===== src/design/comm_activity_watchdog_pkg.sv =====
/*
 * Shared constants for the communication activity watchdog.
 * Assumes a 100 MHz system clock and a one-second timebase built from it.
 */
package comm_activity_watchdog_pkg;
    localparam int          CLK_HZ             = 100_000_000;
    localparam int          TICK_SEC           = 1;
    localparam int          CYCLES_PER_SEC     = CLK_HZ * TICK_SEC;
    localparam int          TIMEOUT_W          = 12;
    localparam logic [11:0] TIMEOUT_MIN        = 12'h001;
    localparam logic [11:0] TIMEOUT_MAX        = 12'he10;
    localparam logic [11:0] TIMEOUT_RST        = 12'h001;
    localparam logic [11:0] STEP_COARSE        = 12'h00a;
    localparam logic [11:0] STEP_FINE          = 12'h001;
    localparam int          BLINK_HALF_SEC     = 1;
    localparam logic [15:0] ERR_CODE_TIMEOUT   = 16'h0156;
    localparam int          FAULT_BIT_POS      = 15;
    localparam int          FAULT_REG_W        = 16;
    localparam int          IF_SEL_W           = 2;
    localparam int          ADDR_W             = 8;

    typedef enum logic [1:0] {
        WD_IDLE    = 2'b00,
        WD_ARMED   = 2'b01,
        WD_RUNNING = 2'b10,
        WD_FAULT   = 2'b11
    } wd_state_type;
endpackage


===== src/design/sync_stage.sv =====
/*
 * Three-flop synchroniser with agreement filter for one external level.
 * Assumes the input is asynchronous to clk; output changes only when
 * the second and third flops agree.
 */
`timescale 1ns/10ps
module sync_stage (
    // Clock and reset
    input  wire logic clk,
    input  wire logic rst_b,
    // Level in and filtered level out
    input  wire logic async_in,
    output logic      level_out
);
    logic s1_ff;
    logic s2_ff;
    logic s3_ff;

    always_ff @(posedge clk or negedge rst_b) begin
        if (!rst_b) begin
            s1_ff <= 1'b0;
            s2_ff <= 1'b0;
            s3_ff <= 1'b0;
        end else begin
            s1_ff <= async_in;
            s2_ff <= s1_ff;
            s3_ff <= s2_ff;
        end
    end

    always_ff @(posedge clk or negedge rst_b) begin
        if (!rst_b) begin
            level_out <= 1'b0;
        end else if (s2_ff == s3_ff) begin
            level_out <= s3_ff;
        end
    end
endmodule


===== src/design/comm_activity_watchdog.sv =====
/*
 * Communication activity watchdog: counts seconds since the last command
 * on the selected host interface and trips the output off on expiry.
 * Assumes command strobes come from same-clock parser logic; front-panel
 * buttons arrive asynchronously and are synchronised here.
 */
`timescale 1ns/10ps
//
// Function
// - Output off after timeout without activity
// - Enable via host command or panel
// - Timeout 1 to 3600 s, reject others
// - Timing starts at first command after enable
// - Interface change halts until next command
// - New timeout halts until next command
// - Expiry: output off, fault shown, blink
// - Expiry queues error 342 with address
// - Expiry sets fault register bit 15
// - Fault latched until clear or power cycle
// - Panel output button blocked during fault
// - Disabling watchdog clears latched fault
// - Web server traffic is not activity
// - Active only with standard command language
// - Panel steps 10 s coarse, 1 s fine
// - Panel up/down steps halt until next command
// - Fault bit follows live fault state
module comm_activity_watchdog #(
    parameter int CYCLES_PER_TICK = comm_activity_watchdog_pkg::CYCLES_PER_SEC
) (
    // Clock and reset
    input  wire logic                                               clk,
    input  wire logic                                               rst_b,
    // Host command side
    input  wire logic                                               cmd_rx_stb,
    input  wire logic [comm_activity_watchdog_pkg::IF_SEL_W-1:0]    cmd_rx_if,
    input  wire logic                                               cmd_rx_web,
    input  wire logic                                               host_wd_en_stb,
    input  wire logic                                               host_wd_en_val,
    input  wire logic                                               host_tmo_stb,
    input  wire logic [comm_activity_watchdog_pkg::TIMEOUT_W-1:0]   host_tmo_val,
    input  wire logic                                               host_prot_clear,
    // Configuration
    input  wire logic [comm_activity_watchdog_pkg::IF_SEL_W-1:0]    if_select,
    input  wire logic                                               legacy_command_language,
    input  wire logic [comm_activity_watchdog_pkg::ADDR_W-1:0]      unit_address,
    // Front panel, asynchronous
    input  wire logic                                               panel_wd_toggle,
    input  wire logic                                               panel_fine_btn,
    input  wire logic                                               panel_up_btn,
    input  wire logic                                               panel_down_btn,
    input  wire logic                                               panel_out_btn,
    input  wire logic                                               power_switch_on,
    // Output control and indication
    output logic                                                    output_on,
    output logic                                                    comms_timeout_fault,
    output logic                                                    alarm_led,
    output logic [comm_activity_watchdog_pkg::FAULT_REG_W-1:0]      fault_cond,
    output logic                                                    fine_mode,
    output logic                                                    wd_enabled,
    output logic [comm_activity_watchdog_pkg::TIMEOUT_W-1:0]        watchdog_timeout_value,
    output logic [comm_activity_watchdog_pkg::TIMEOUT_W-1:0]        seconds_left,
    output logic                                                    tmo_reject,
    // Error queue push
    output logic                                                    err_push,
    output logic [15:0]                                             err_code,
    output logic [comm_activity_watchdog_pkg::ADDR_W-1:0]           err_addr
);
    import comm_activity_watchdog_pkg::*;

    localparam int TICK_CW = $clog2(CYCLES_PER_TICK + 1);

    // Synchronised front-panel levels and their rising edges
    logic [5:0] pan_raw;
    logic [5:0] pan_lvl;
    logic [5:0] pan_prev_ff;
    logic [5:0] pan_rise;

    assign pan_raw = {power_switch_on, panel_out_btn, panel_down_btn,
                      panel_up_btn, panel_fine_btn, panel_wd_toggle};

    genvar g;
    generate
        for (g = 0; g < 6; g++) begin : g_sync
            sync_stage u_sync (
                .clk       (clk),
                .rst_b     (rst_b),
                .async_in  (pan_raw[g]),
                .level_out (pan_lvl[g])
            );
        end
    endgenerate

    always_ff @(posedge clk or negedge rst_b) begin
        if (!rst_b) begin
            pan_prev_ff <= 6'h00;
        end else begin
            pan_prev_ff <= pan_lvl;
        end
    end

    assign pan_rise = pan_lvl & ~pan_prev_ff;

    logic pwr_off_edge;
    assign pwr_off_edge = ~pan_lvl[5] & pan_prev_ff[5];

    function automatic logic tmo_in_range(input logic [TIMEOUT_W-1:0] v);
        tmo_in_range = (v >= TIMEOUT_MIN) && (v <= TIMEOUT_MAX);
    endfunction

    // One-second tick divider
    logic [TICK_CW-1:0] tick_cnt_ff;
    logic               tick;

    assign tick = (tick_cnt_ff == TICK_CW'(CYCLES_PER_TICK - 1));

    always_ff @(posedge clk or negedge rst_b) begin
        if (!rst_b) begin
            tick_cnt_ff <= '0;
        end else if (tick) begin
            tick_cnt_ff <= '0;
        end else begin
            tick_cnt_ff <= tick_cnt_ff + TICK_CW'(1);
        end
    end

    // Activity and configuration events
    logic activity;
    logic if_changed;
    logic [IF_SEL_W-1:0] if_sel_ff;
    logic lang_ok;

    assign lang_ok = ~legacy_command_language;
    assign activity = cmd_rx_stb & ~cmd_rx_web & (cmd_rx_if == if_select) & lang_ok;

    always_ff @(posedge clk or negedge rst_b) begin
        if (!rst_b) begin
            if_sel_ff <= '0;
        end else begin
            if_sel_ff <= if_select;
        end
    end

    assign if_changed = (if_sel_ff != if_select);

    // Enable state: host write or panel toggle
    logic nxt_wd_en;
    logic disable_evt;

    always_comb begin
        nxt_wd_en = wd_enabled;
        if (host_wd_en_stb) begin
            nxt_wd_en = host_wd_en_val;
        end else if (pan_rise[0]) begin
            nxt_wd_en = ~wd_enabled;
        end
    end

    assign disable_evt = wd_enabled & ~nxt_wd_en;

    always_ff @(posedge clk or negedge rst_b) begin
        if (!rst_b) begin
            wd_enabled <= 1'b0;
        end else begin
            wd_enabled <= nxt_wd_en;
        end
    end

    // Timeout value: host write or panel step
    logic [TIMEOUT_W-1:0] step;
    logic [TIMEOUT_W:0]   up_sum;
    logic [TIMEOUT_W-1:0] nxt_tmo;
    logic                 tmo_written;

    assign step = fine_mode ? STEP_FINE : STEP_COARSE;
    assign up_sum = {1'b0, watchdog_timeout_value} + {1'b0, step};

    always_ff @(posedge clk or negedge rst_b) begin
        if (!rst_b) begin
            fine_mode <= 1'b0;
        end else if (pan_rise[1]) begin
            fine_mode <= ~fine_mode;
        end
    end

    always_comb begin
        nxt_tmo     = watchdog_timeout_value;
        tmo_written = 1'b0;
        if (host_tmo_stb && tmo_in_range(host_tmo_val)) begin
            nxt_tmo     = host_tmo_val;
            tmo_written = 1'b1;
        end else if (pan_rise[2]) begin
            nxt_tmo     = (up_sum > {1'b0, TIMEOUT_MAX}) ? TIMEOUT_MAX : up_sum[TIMEOUT_W-1:0];
            tmo_written = 1'b1;
        end else if (pan_rise[3]) begin
            nxt_tmo     = (watchdog_timeout_value <= step) ? TIMEOUT_MIN
                                                           : watchdog_timeout_value - step;
            tmo_written = 1'b1;
        end
    end

    always_ff @(posedge clk or negedge rst_b) begin
        if (!rst_b) begin
            watchdog_timeout_value <= TIMEOUT_RST;
            tmo_reject             <= 1'b0;
        end else begin
            watchdog_timeout_value <= nxt_tmo;
            tmo_reject             <= host_tmo_stb & ~tmo_in_range(host_tmo_val);
        end
    end

    // Fault clear sources
    logic fault_clear;
    assign fault_clear = host_prot_clear | pwr_off_edge | disable_evt;

    // Watchdog state machine
    wd_state_type state_ff;
    wd_state_type nxt_state;
    logic         expire;

    always_comb begin
        nxt_state = state_ff;
        expire    = 1'b0;
        case (state_ff)
            WD_IDLE: begin
                if (nxt_wd_en && lang_ok) begin
                    nxt_state = WD_ARMED;
                end
            end
            WD_ARMED: begin
                if (!nxt_wd_en || !lang_ok) begin
                    nxt_state = WD_IDLE;
                end else if (activity && !if_changed && !tmo_written) begin
                    nxt_state = WD_RUNNING;
                end
            end
            WD_RUNNING: begin
                if (!nxt_wd_en || !lang_ok) begin
                    nxt_state = WD_IDLE;
                end else if (if_changed || tmo_written) begin
                    nxt_state = WD_ARMED;
                end else if (!activity && tick && seconds_left == TIMEOUT_MIN) begin
                    nxt_state = WD_FAULT;
                    expire    = 1'b1;
                end
            end
            WD_FAULT: begin
                if (!nxt_wd_en || !lang_ok) begin
                    nxt_state = WD_IDLE;
                end else if (fault_clear) begin
                    nxt_state = WD_ARMED;
                end
            end
            default: begin
                nxt_state = WD_IDLE;
            end
        endcase
    end

    always_ff @(posedge clk or negedge rst_b) begin
        if (!rst_b) begin
            state_ff <= WD_IDLE;
        end else begin
            state_ff <= nxt_state;
        end
    end

    // reload on command, count down on tick
    always_ff @(posedge clk or negedge rst_b) begin
        if (!rst_b) begin
            seconds_left <= '0;
        end else if (nxt_state == WD_RUNNING && activity) begin
            seconds_left <= nxt_tmo;
        end else if (state_ff == WD_RUNNING && tick && seconds_left != '0) begin
            seconds_left <= seconds_left - TIMEOUT_W'(1);
        end else if (nxt_state != WD_RUNNING) begin
            seconds_left <= '0;
        end
    end

    assign comms_timeout_fault = (state_ff == WD_FAULT);

    always_ff @(posedge clk or negedge rst_b) begin
        if (!rst_b) begin
            fault_cond <= '0;
        end else begin
            fault_cond                <= '0;
            fault_cond[FAULT_BIT_POS] <= (nxt_state == WD_FAULT);
        end
    end

    always_ff @(posedge clk or negedge rst_b) begin
        if (!rst_b) begin
            err_push <= 1'b0;
            err_code <= 16'h0000;
            err_addr <= '0;
        end else begin
            err_push <= expire;
            if (expire) begin
                err_code <= ERR_CODE_TIMEOUT;
                err_addr <= unit_address;
            end
        end
    end

    // output control; panel cannot restore during fault
    always_ff @(posedge clk or negedge rst_b) begin
        if (!rst_b) begin
            output_on <= 1'b0;
        end else if (expire || nxt_state == WD_FAULT) begin
            output_on <= 1'b0;
        end else if (pan_rise[4]) begin
            output_on <= ~output_on;
        end
    end

    // half-hertz alarm blink: one second on, one off
    logic [1:0] blink_sec_ff;
    always_ff @(posedge clk or negedge rst_b) begin
        if (!rst_b) begin
            alarm_led    <= 1'b0;
            blink_sec_ff <= 2'h0;
        end else if (state_ff != WD_FAULT) begin
            // Light at once on expiry so the first on-phase is a full second
            alarm_led    <= expire;
            blink_sec_ff <= 2'h0;
        end else if (tick) begin
            if (blink_sec_ff == 2'(BLINK_HALF_SEC - 1)) begin
                blink_sec_ff <= 2'h0;
                alarm_led    <= ~alarm_led;
            end else begin
                blink_sec_ff <= blink_sec_ff + 2'h1;
            end
        end
    end
endmodule


===== config.mk =====
export PLATFORM = sky130hd
export DESIGN_NAME = comm_activity_watchdog
export DESIGN_NICKNAME = d
export VERILOG_FILES = /design/src/design/comm_activity_watchdog_pkg.sv /design/src/design/sync_stage.sv /design/src/design/comm_activity_watchdog.sv
export SDC_FILE = /design/constraint.sdc
export NUM_CORES = 1
export LEC_CHECK = 0
export ABC_AREA = 1
export BUFFER_PORTS_ARGS = -buffer_cell sky130_fd_sc_hd__buf_4
export CAP_MARGIN = 20
export CORE_MARGIN = 8
export CORE_UTILIZATION = 40
export DETAILED_ROUTE_END_ITERATION = 12
export PLACE_DENSITY = 0.67
export SLEW_MARGIN = 25
export SYNTH_ARGS = -nofsm -noshare
export SYNTH_HDL_FRONTEND = slang
export SYNTH_SLANG_ARGS = --single-unit

===== constraint.sdc =====
create_clock -name clk -period 2.35 [get_ports clk]
set_input_delay 0.3525 -clock clk [delete_from_list [all_inputs] [get_ports clk]]
set_output_delay 0.3525 -clock clk [all_outputs]
set_load 0.005 [all_outputs]

==> impl.org, run 1 <==
** Run status
- The flow ran to the end, but the final reports show violations.
- The final reports fail on negative setup slack.

** Yosys
- Yosys warning total :: 0
- Sequential cells were found to cover 42.1% of the synthesized design area.
- Async set or reset register ratio after synthesis :: 100%
- Number of standard cells after synthesis :: 790
- Post-synth cell types :: 46
- Main flop type after synthesis :: sky130_fd_sc_hd__dfrtp_1
- Mapped Avg Cell Area :: 7.75 um2
- Post-synth EDFFs :: 0
- #FFs+latches synth :: 103
- Cell area after synthesis :: 0.00612 mm2

** Timing
- Number of hold violations in the final report :: 0
- Between clock sinks in the finished design, the worst skew comes to 8.10 ps.
- For the pin with the worst max-slew slack, the measured transition is 593 ps.
- Final hold slack :: 13.8 ps
- Max Fclk :: 414 MHz
- Final Cycle Share :: 103%
- The final-report max-slew violation count was 0.
- Setup violations remaining at the end of the flow were counted as 17.
- For the finished layout, the period the worst path requires is 2420 ps.
- Measured against its own limit, the worst slew margin works out to 60.5%.
- Setup slack on the critical path of the routed design comes to -67.7 ps.
- In the final timing run, aggregate negative setup slack is -690 ps.
- RSZ-0062 raised after global routing :: yes

** Floorplan
- DIE AREA :: 0.0195 mm2
- Starting utilization of the core area :: 40.6%
- Count of boundary I/O pins :: 110
- Cell row count :: 45
- Die Span Y :: 140 um
- The floorplan step defined a core boundary enclosing 0.0151 mm2.
- From left edge to right edge, the die measures 140 um.

** Cells and area
- In the final layout, the share of cells above drive strength 1 is 24.2%.
- In the layout the commonest cells are sky130_fd_sc_hd__nand2_1 (201), sky130_fd_sc_hd__buf_4 (119), sky130_fd_sc_hd__inv_1 (101), sky130_fd_sc_hd__dfrtp_1 (101), sky130_fd_sc_hd__nor2_1 (74).
- Syn-to-layout area delta :: 25.0%
- The library cell used most frequently in the layout, excluding fill and tap cells, is sky130_fd_sc_hd__nand2_1.
- In the final layout, flip-flops and latches occupy 0.00258 mm2.
- Summing all multi-input logic gate instances after layout gives 0.00319 mm2.
- Total Nets Final :: 961
- The repair_antennas step left the layout with diodes totalling 0.
- The finished cells cover 0.00765 mm2.
- Total of fill cells in the finished design :: 1485
- Cells fill 50.7% of the core in the end.

** Run
- Across the run, the number of max-cap violations was 0.

** Critical path
- Counting buffers and inverters, the worst setup path is 14 cells deep.
- Data arrives at the worst endpoint at 2700 ps.
- Critical path launch point type :: flop
- Counting both buffers and inverters, the worst setup path holds a total of 2.
- On the critical path the largest part of the delay comes from simple AND/OR/NAND/NOR gates.
- Data required time of the critical path :: 2630 ps
- The signal on the critical path passes through ha_4 > inv_2 > fa_2 > o21ai_4 > nand2_1 > nand2_2 > inv_2 > a21oi_2 > nand2_1 > nand3_2 > nand2_4 > o21ai_2 > nand3_1 > nand3_1.
- In this run the worst path has a maximum fanout of 7.
- Among all stages on the critical path, the largest delay is contributed by sky130_fd_sc_hd__dfstp_2.
- STA classifies the critical path endpoint as a flop.
- Worst reg-to-reg path cell count :: 14
- Category of the most critical setup path :: flop to flop
- Largest stage delay on the critical path :: 580 ps

** Power and ir drop
- Areal power density over the cells :: 706 mW/mm2
- For this design the static power due to leakage is 0.00396 uW.
- Final total power :: 5400 uW
- Maximum VDD drop :: 0.361 mV

** Global route
- Maximum number of pins on one net before global-route repair :: 47
- Remaining global-route overflow :: 0
- Combined global-route utilization of all metal layers :: 15.7%
- The number of global-route vias before repair is 5274.
- Global-route wire length before repair :: 25.5 mm
- The initial antenna violation count came to 0.

** CTS
- Clock tree synthesis found a total of 103 sinks.
- Number of buffers inserted for hold repair after clock tree synthesis :: 0
- Clock tree from TritonCTS :: yes
- Clock tree synthesis selected as its root buffer the cell sky130_fd_sc_hd__clkbuf_16.
- The clock passes through at most 2 buffers.
- TritonCTS Buffers :: 9
- Clock transition at the registers of the reported paths :: 70 ps
- The clock reaches the later pin of the worst-skew pair after 350 ps.
- The clock tree synthesis step divided the H-tree into 3 levels.

** Drt
- The first detailed-routing pass ran for 5 iterations.
- Starting DRT DRC Count :: 291
- The final layout contains routed wiring with a total length of 15.1 mm.
- Wire length per cell :: 13.7 um
- In this run the remaining antenna-violating nets after routing total 0.
- Number of vias in the routed layout :: 5270
- Post-route DRC :: 0
- Via density per instance :: 4.78

** Worst hold path
- The path class of the tightest hold or removal check is input port to async pin.

** Place
- After detailed placement, the total cell area comes to 0.00705 mm2.
- Input and output buffers added on the ports amount to 83.
- RePlAce Congestion :: 0.888
- Placed wire-length estimate after detailed placement :: 11.6 mm
## power by group
group,switching (uW),leakage (uW),internal [uW]
Combinational,966,0.00251,883
Sequential,139,0.00131,1880
Clock,688,0.000141,839
## per-layer routing
layer | up-vias | global-route usage, % | part of all wire (%)
li1 | 2689 | - | -
met1 | 2446 | 20.3 | 46
met2 | 117 | 25.7 | 47
met3 | 18 | 3.66 | 5.2
met4 | 0 | 4.34 | 1.1
met5 | - | 0 | 0
## final cells by class
class | count | share of cell area [%]
Clock buffer | 11 | 3.04
Multi-Input combinational cell | 564 | 41.7
Sequential cell | 103 | 33.7
Inverter | 109 | 5.38
Tap cell | 188 | 3.07
Timing Repair Buffer | 122 | 12.2
Clock inverter | 5 | 0.834
## cells by family (layout without fill, tap and decap cells)
family                     count (synthesis)  in the layout  share of synthesized area, %
AOI/OAI and AO/OA                         53             53                          5.34
DFF                                      103            103                          42.1
and+or+nand+nor                          435            435                          32.8
buffers and inverters                    148            247                          11.3
xor gates and xnor gates                  31             31                          4.44
other                                      1             26                        0.0613
adders and majority gates                 19             19                          3.88
## per-stage QoR
step,cells,setup WS [ps]
6_report,1102,-67.7
5_1_grt,1102,-221
4_1_cts,1098,-39.1
3_5_place_dp,1080,-222
2_1_floorplan,815,26.8
3_3_place_gp,1080,-144
## path summary, 6_finish.rpt
| path | from | endpoint | slack (ps) |
|---|---|---|---|
| max | watchdog_timeout_value[0]$_DFF_PN1_ | seconds_left[3]$_DFFE_PN0P_ | -70 |
| min | rst_b | tick_cnt_ff[0]$_DFF_PN0_ | 10 |
| max reg2reg | watchdog_timeout_value[0]$_DFF_PN1_ | seconds_left[3]$_DFFE_PN0P_ | -70 |
| min reg2reg | g_sync[4].u_sync.s1_ff$_DFF_PN0_ | g_sync[4].u_sync.s2_ff$_DFF_PN0_ | 350 |
| max in group asynchronous | rst_b | watchdog_timeout_value[0]$_DFF_PN1_ | 1640 |
| min in group clk | panel_out_btn | g_sync[4].u_sync.s1_ff$_DFF_PN0_ | 110 |
## sequential cells by signal (all words and copies together) (netlist names), 2 cells and up
signal and flops:
err_addr 8, g_sync.u_sync.level_out 6, pan_prev_ff 6, seconds_left 12, g_sync.u_sync.s2_ff 6, if_sel_ff 2
blink_sec_ff 2, g_sync.u_sync.s1_ff 6, state_ff 2, watchdog_timeout_value 12, g_sync.u_sync.s3_ff 6, tick_cnt_ff 27
## worst register-to-register path, cell delays in order (launching register included)
cell and delay (ps):
sky130_fd_sc_hd__dfstp_2 580, sky130_fd_sc_hd__ha_4 150, sky130_fd_sc_hd__inv_2 30, sky130_fd_sc_hd__fa_2 370, sky130_fd_sc_hd__o21ai_4 170, sky130_fd_sc_hd__nand2_1 130
sky130_fd_sc_hd__nand2_2 120, sky130_fd_sc_hd__inv_2 40, sky130_fd_sc_hd__a21oi_2 120, sky130_fd_sc_hd__nand2_1 80, sky130_fd_sc_hd__nand3_2 130, sky130_fd_sc_hd__nand2_4 130
sky130_fd_sc_hd__o21ai_2 150, sky130_fd_sc_hd__nand3_1 90, sky130_fd_sc_hd__nand3_1 70
## cells in the mapped netlist (11+ instances only)
cell | n | area, um2
sky130_fd_sc_hd__nand3_1 | 61 | 305
sky130_fd_sc_hd__nand2_1 | 211 | 792
sky130_fd_sc_hd__xor2_1 | 22 | 193
sky130_fd_sc_hd__nand4_1 | 17 | 106
sky130_fd_sc_hd__ha_1 | 11 | 138
sky130_fd_sc_hd__a21oi_1 | 19 | 95.1
sky130_fd_sc_hd__buf_4 | 30 | 225
sky130_fd_sc_hd__nor2_1 | 78 | 293
sky130_fd_sc_hd__nor3_1 | 19 | 95.1
sky130_fd_sc_hd__o21ai_0 | 14 | 70.1
sky130_fd_sc_hd__dfrtp_1 | 102 | 2550
sky130_fd_sc_hd__inv_1 | 106 | 398
## repair_timing
item	4_1_cts	5_1_grt
setup buffers	2	4
endpoints found under the setup margin	21	33
pin swaps	3	14
gates resized for setup	20	48
(Power assumes the default switching activity.)
==> run 2: changes to the inputs <==
Settings changed: CTS_BUF_LIST set to sky130_fd_sc_hd__clkbuf_4 sky130_fd_sc_hd__clkbuf_8, PLACE_DENSITY 0.67 to 0.71, RECOVER_POWER set to 50.
==> run 2 against run 1 <==
  * The flow still finishes with violations (negative setup slack)
  * Count of clock-buffer cells in the layout fell by 2
  * Core utilization fell by 0.40 points
  * Critical path type unchanged
  * Setup slack got worse by 44 ps
==> impl.org, run 2 (synthesis results as in run 1) <==
** Run status
- Status :: finished with violations
- Failing checks :: negative setup slack

** Power and ir drop
- Registers are responsible for 40.2% of the overall power.
- Power spread over the standard cell area amounts to 663 mW/mm2.
- Part of the total power dissipated in the clock network :: 20.9%
- Switching Power :: 1800 uW
- Maximum VDD drop :: 0.321 mV
- In this run the static leakage power is 0.00393 uW.
- Design internal power :: 3230 uW
- The share of total power dissipated in combinational logic is 38.9%.
- Summing internal, switching and leakage power gives 5030 uW.
- Switching Fraction :: 35.8%

** CTS
- Clock tree from TritonCTS :: yes
- Num Clock Sinks :: 103
- After clock tree synthesis, the clock-pin slew on the worst setup and hold paths is 100 ps.
- TritonCTS Buffers :: 9
- Clock tree synthesis selected as its root buffer the cell sky130_fd_sc_hd__clkbuf_8.
- Clock latency of the later-clocked register in the worst-skew pair :: 390 ps
- Maximum buffer depth of the clock tree :: 2
- The H-tree was split into 3 levels.

** Critical path
- Data on the critical path is required at its endpoint by 2670 ps.
- Highest net fanout along the worst path :: 7
- Critical path launch point type :: flop
- For this design, the slowest cell found on the critical path is sky130_fd_sc_hd__dfstp_2.
- Data arrival time at the worst-slack endpoint :: 2780 ps
- By startpoint and endpoint, the worst setup path is classified as flop to flop.
- The worst setup path is captured at a flop.
- Largest stage delay on the critical path :: 590 ps
- CP Cell Sequence :: ha_4 > inv_2 > fa_2 > o21ai_4 > nand2_2 > nand2_2 > inv_1 > a21oi_1 > nand2_1 > nand3_2 > nand2_4 > o21ai_4 > nand3_1 > nand3_2

** Floorplan
- Count of boundary I/O pins :: 110
- DIE AREA :: 0.0195 mm2
- The floorplan has 45 rows.
- Once the floorplan was initialized, standard cells occupied 40.6% of the core.
- The die is 140 um wide.
- Standard cell core area :: 0.0151 mm2
- Die Span Y :: 140 um

** Place
- Instance area at placement :: 0.00706 mm2
- Detailed placement finished with a half-perimeter wire length of 11.6 mm.
- Before CTS, the worst setup slack after placement is -250 ps.
- RePlAce Congestion :: 0.917
- Count of buffers inserted at the top-level ports :: 83

** Cells and area
- The post-route netlist has 25.1% of its cells at a drive strength greater than 1.
- Final core occ :: 50.3%
- In the layout the commonest cells are sky130_fd_sc_hd__nand2_1 (197), sky130_fd_sc_hd__buf_4 (116), sky130_fd_sc_hd__inv_1 (102), sky130_fd_sc_hd__dfrtp_1 (101), sky130_fd_sc_hd__nor2_1 (74).
- Total inserted antenna cells :: 0
- tick_cnt_ff holds more flip-flops than any other register.
- Largest regs :: tick_cnt_ff (27), seconds_left (12), watchdog_timeout_value (12)
- Final non-filler cell area :: 0.00759 mm2
- The area growth from synthesis to layout is 24.0%.
- Number of flip-flops under the largest register name :: 27
- In the final design database the tool counted 970 nets.
- Most common cell after layout, fill and taps aside :: sky130_fd_sc_hd__nand2_1

** Global route
- Maximum number of pins on one net before global-route repair :: 40
- Number of antenna violations at the first check in global routing :: 0
- For this run the aggregate overflow at the end of global routing stands at 0.
- Combined global-route utilization of all metal layers :: 15.5%
- The first global-routing pass estimated 25.1 mm of wire.
- The number of global-route vias before repair was 5203.

** Timing
- Worst-margin pin slew :: 932 ps
- The final-report max-slew violation count came to 0.
- Final hold slack :: 87.6 ps
- Largest clock skew in the final design :: 11.4 ps
- Post-layout minimum cycle time :: 2460 ps
- Post-layout worst setup margin :: -111 ps
- The final hold violation count is 0.
- Setup violations remaining at the end of the flow were counted as 16.
- Max Fclk :: 406 MHz
- Setup repair after global routing could not meet its margin everywhere.
- Rel. slew slack :: 37.9%
- The final critical path takes up 105% of the cycle.

** Drt
- The count of nets left with antenna violations once routing finished came out at 0.
- Starting DRT DRC Count :: 325
- Post-route DRC :: 0
- Via density per instance :: 4.85
- Summed over all layers, the routed wires come to 15.2 mm.
- Number of vias in the routed layout :: 5389
- The pre-antenna-repair detailed-routing pass consisted of 5 iterations.
- Wire length per cell :: 13.7 um

** Run
- Max Cap Viol :: 0

** Worst hold path
- Min-Delay Path Class :: input port to flop
## run 2: cell types whose count changed in the layout (fill, tap and decap cells not counted), moves of 2 or more
cell,delta
sky130_fd_sc_hd__nand2_1,-4
sky130_fd_sc_hd__clkbuf_4,+9
sky130_fd_sc_hd__nand2_2,+5
sky130_fd_sc_hd__buf_4,-3
sky130_fd_sc_hd__clkbuf_16,-9
sky130_fd_sc_hd__clkbuf_8,+9
sky130_fd_sc_hd__clkinvlp_4,+2
## run 2: what timing repair did
action | CTS | global route
pin swaps | 3 | 15
hold buffers | 1 | 0
endpoints found under the setup margin | 22 | 30
resized for setup | 32 | 39
setup buffers | 5 | 7
endpoints found under the hold margin | 37 | 0
## run 2: area by class of cell
| class | count | area, um2 |
|---|---|---|
| clock buffer | 9 | 124 |
| clock inverter | 7 | 56.3 |
| fill | 1481 | 7500 |
| inverter | 109 | 412 |
| multi-input combinational | 564 | 3200 |
| sequential | 103 | 2580 |
| tap | 188 | 235 |
| timing repair buffer | 131 | 983 |
## run 2: through the flow
| step | setup TNS, ps | std cells |
|---|---|---|
| 2_1_floorplan | 0 | 815 |
| 3_3_place_gp | -1480 | 1082 |
| 3_5_place_dp | -3390 | 1082 |
| 4_1_cts | -168 | 1104 |
| 5_1_grt | -3410 | 1111 |
| 6_report | -1160 | 1111 |
## run 2: worst paths after layout
check,end,depth (start not counted),from,slack [ps]
max,seconds_left[6]$_DFFE_PN0P_,14,watchdog_timeout_value[0]$_DFF_PN1_,-110
min,g_sync[1].u_sync.s1_ff$_DFF_PN0_,1,panel_fine_btn,90
max reg2reg,seconds_left[6]$_DFFE_PN0P_,14,watchdog_timeout_value[0]$_DFF_PN1_,-110
min reg2reg,g_sync[4].u_sync.s2_ff$_DFF_PN0_,0,g_sync[4].u_sync.s1_ff$_DFF_PN0_,350
max in group asynchronous,fine_mode$_DFFE_PN0P_,3,rst_b,530
min in group asynchronous,tick_cnt_ff[10]$_DFF_PN0_,2,rst_b,650
## run 2: power by group through the flow
stage	clock [uW]	sequential, uW	combinational, uW
floorplan	0	2020	845
global placement	0	2040	1450
detailed placement	0	2040	1470
CTS	1080	2020	1660
global route	1150	2040	2170
finish	1050	2020	1950
## run 2: metal layers
| layer | track usage [%] | up-vias | routed length (um) |
|---|---|---|---|
| met3 | 3.83 | 16 | 972 |
| met4 | 4.40 | 0 | 167 |
| met2 | 25.6 | 144 | 7240 |
| met5 | 0 | - | 0 |
| met1 | 19.8 | 2525 | 6810 |
| li1 | - | 2704 | - |
## run 2: worst max-delay path, delay by kind of cell (launching register included)
kind            cells  cell delay (ps)
compound gates      3              500
fa+ha+maj           2              520
buf+inv             2               90
flops               1              590
simple gates        7              710
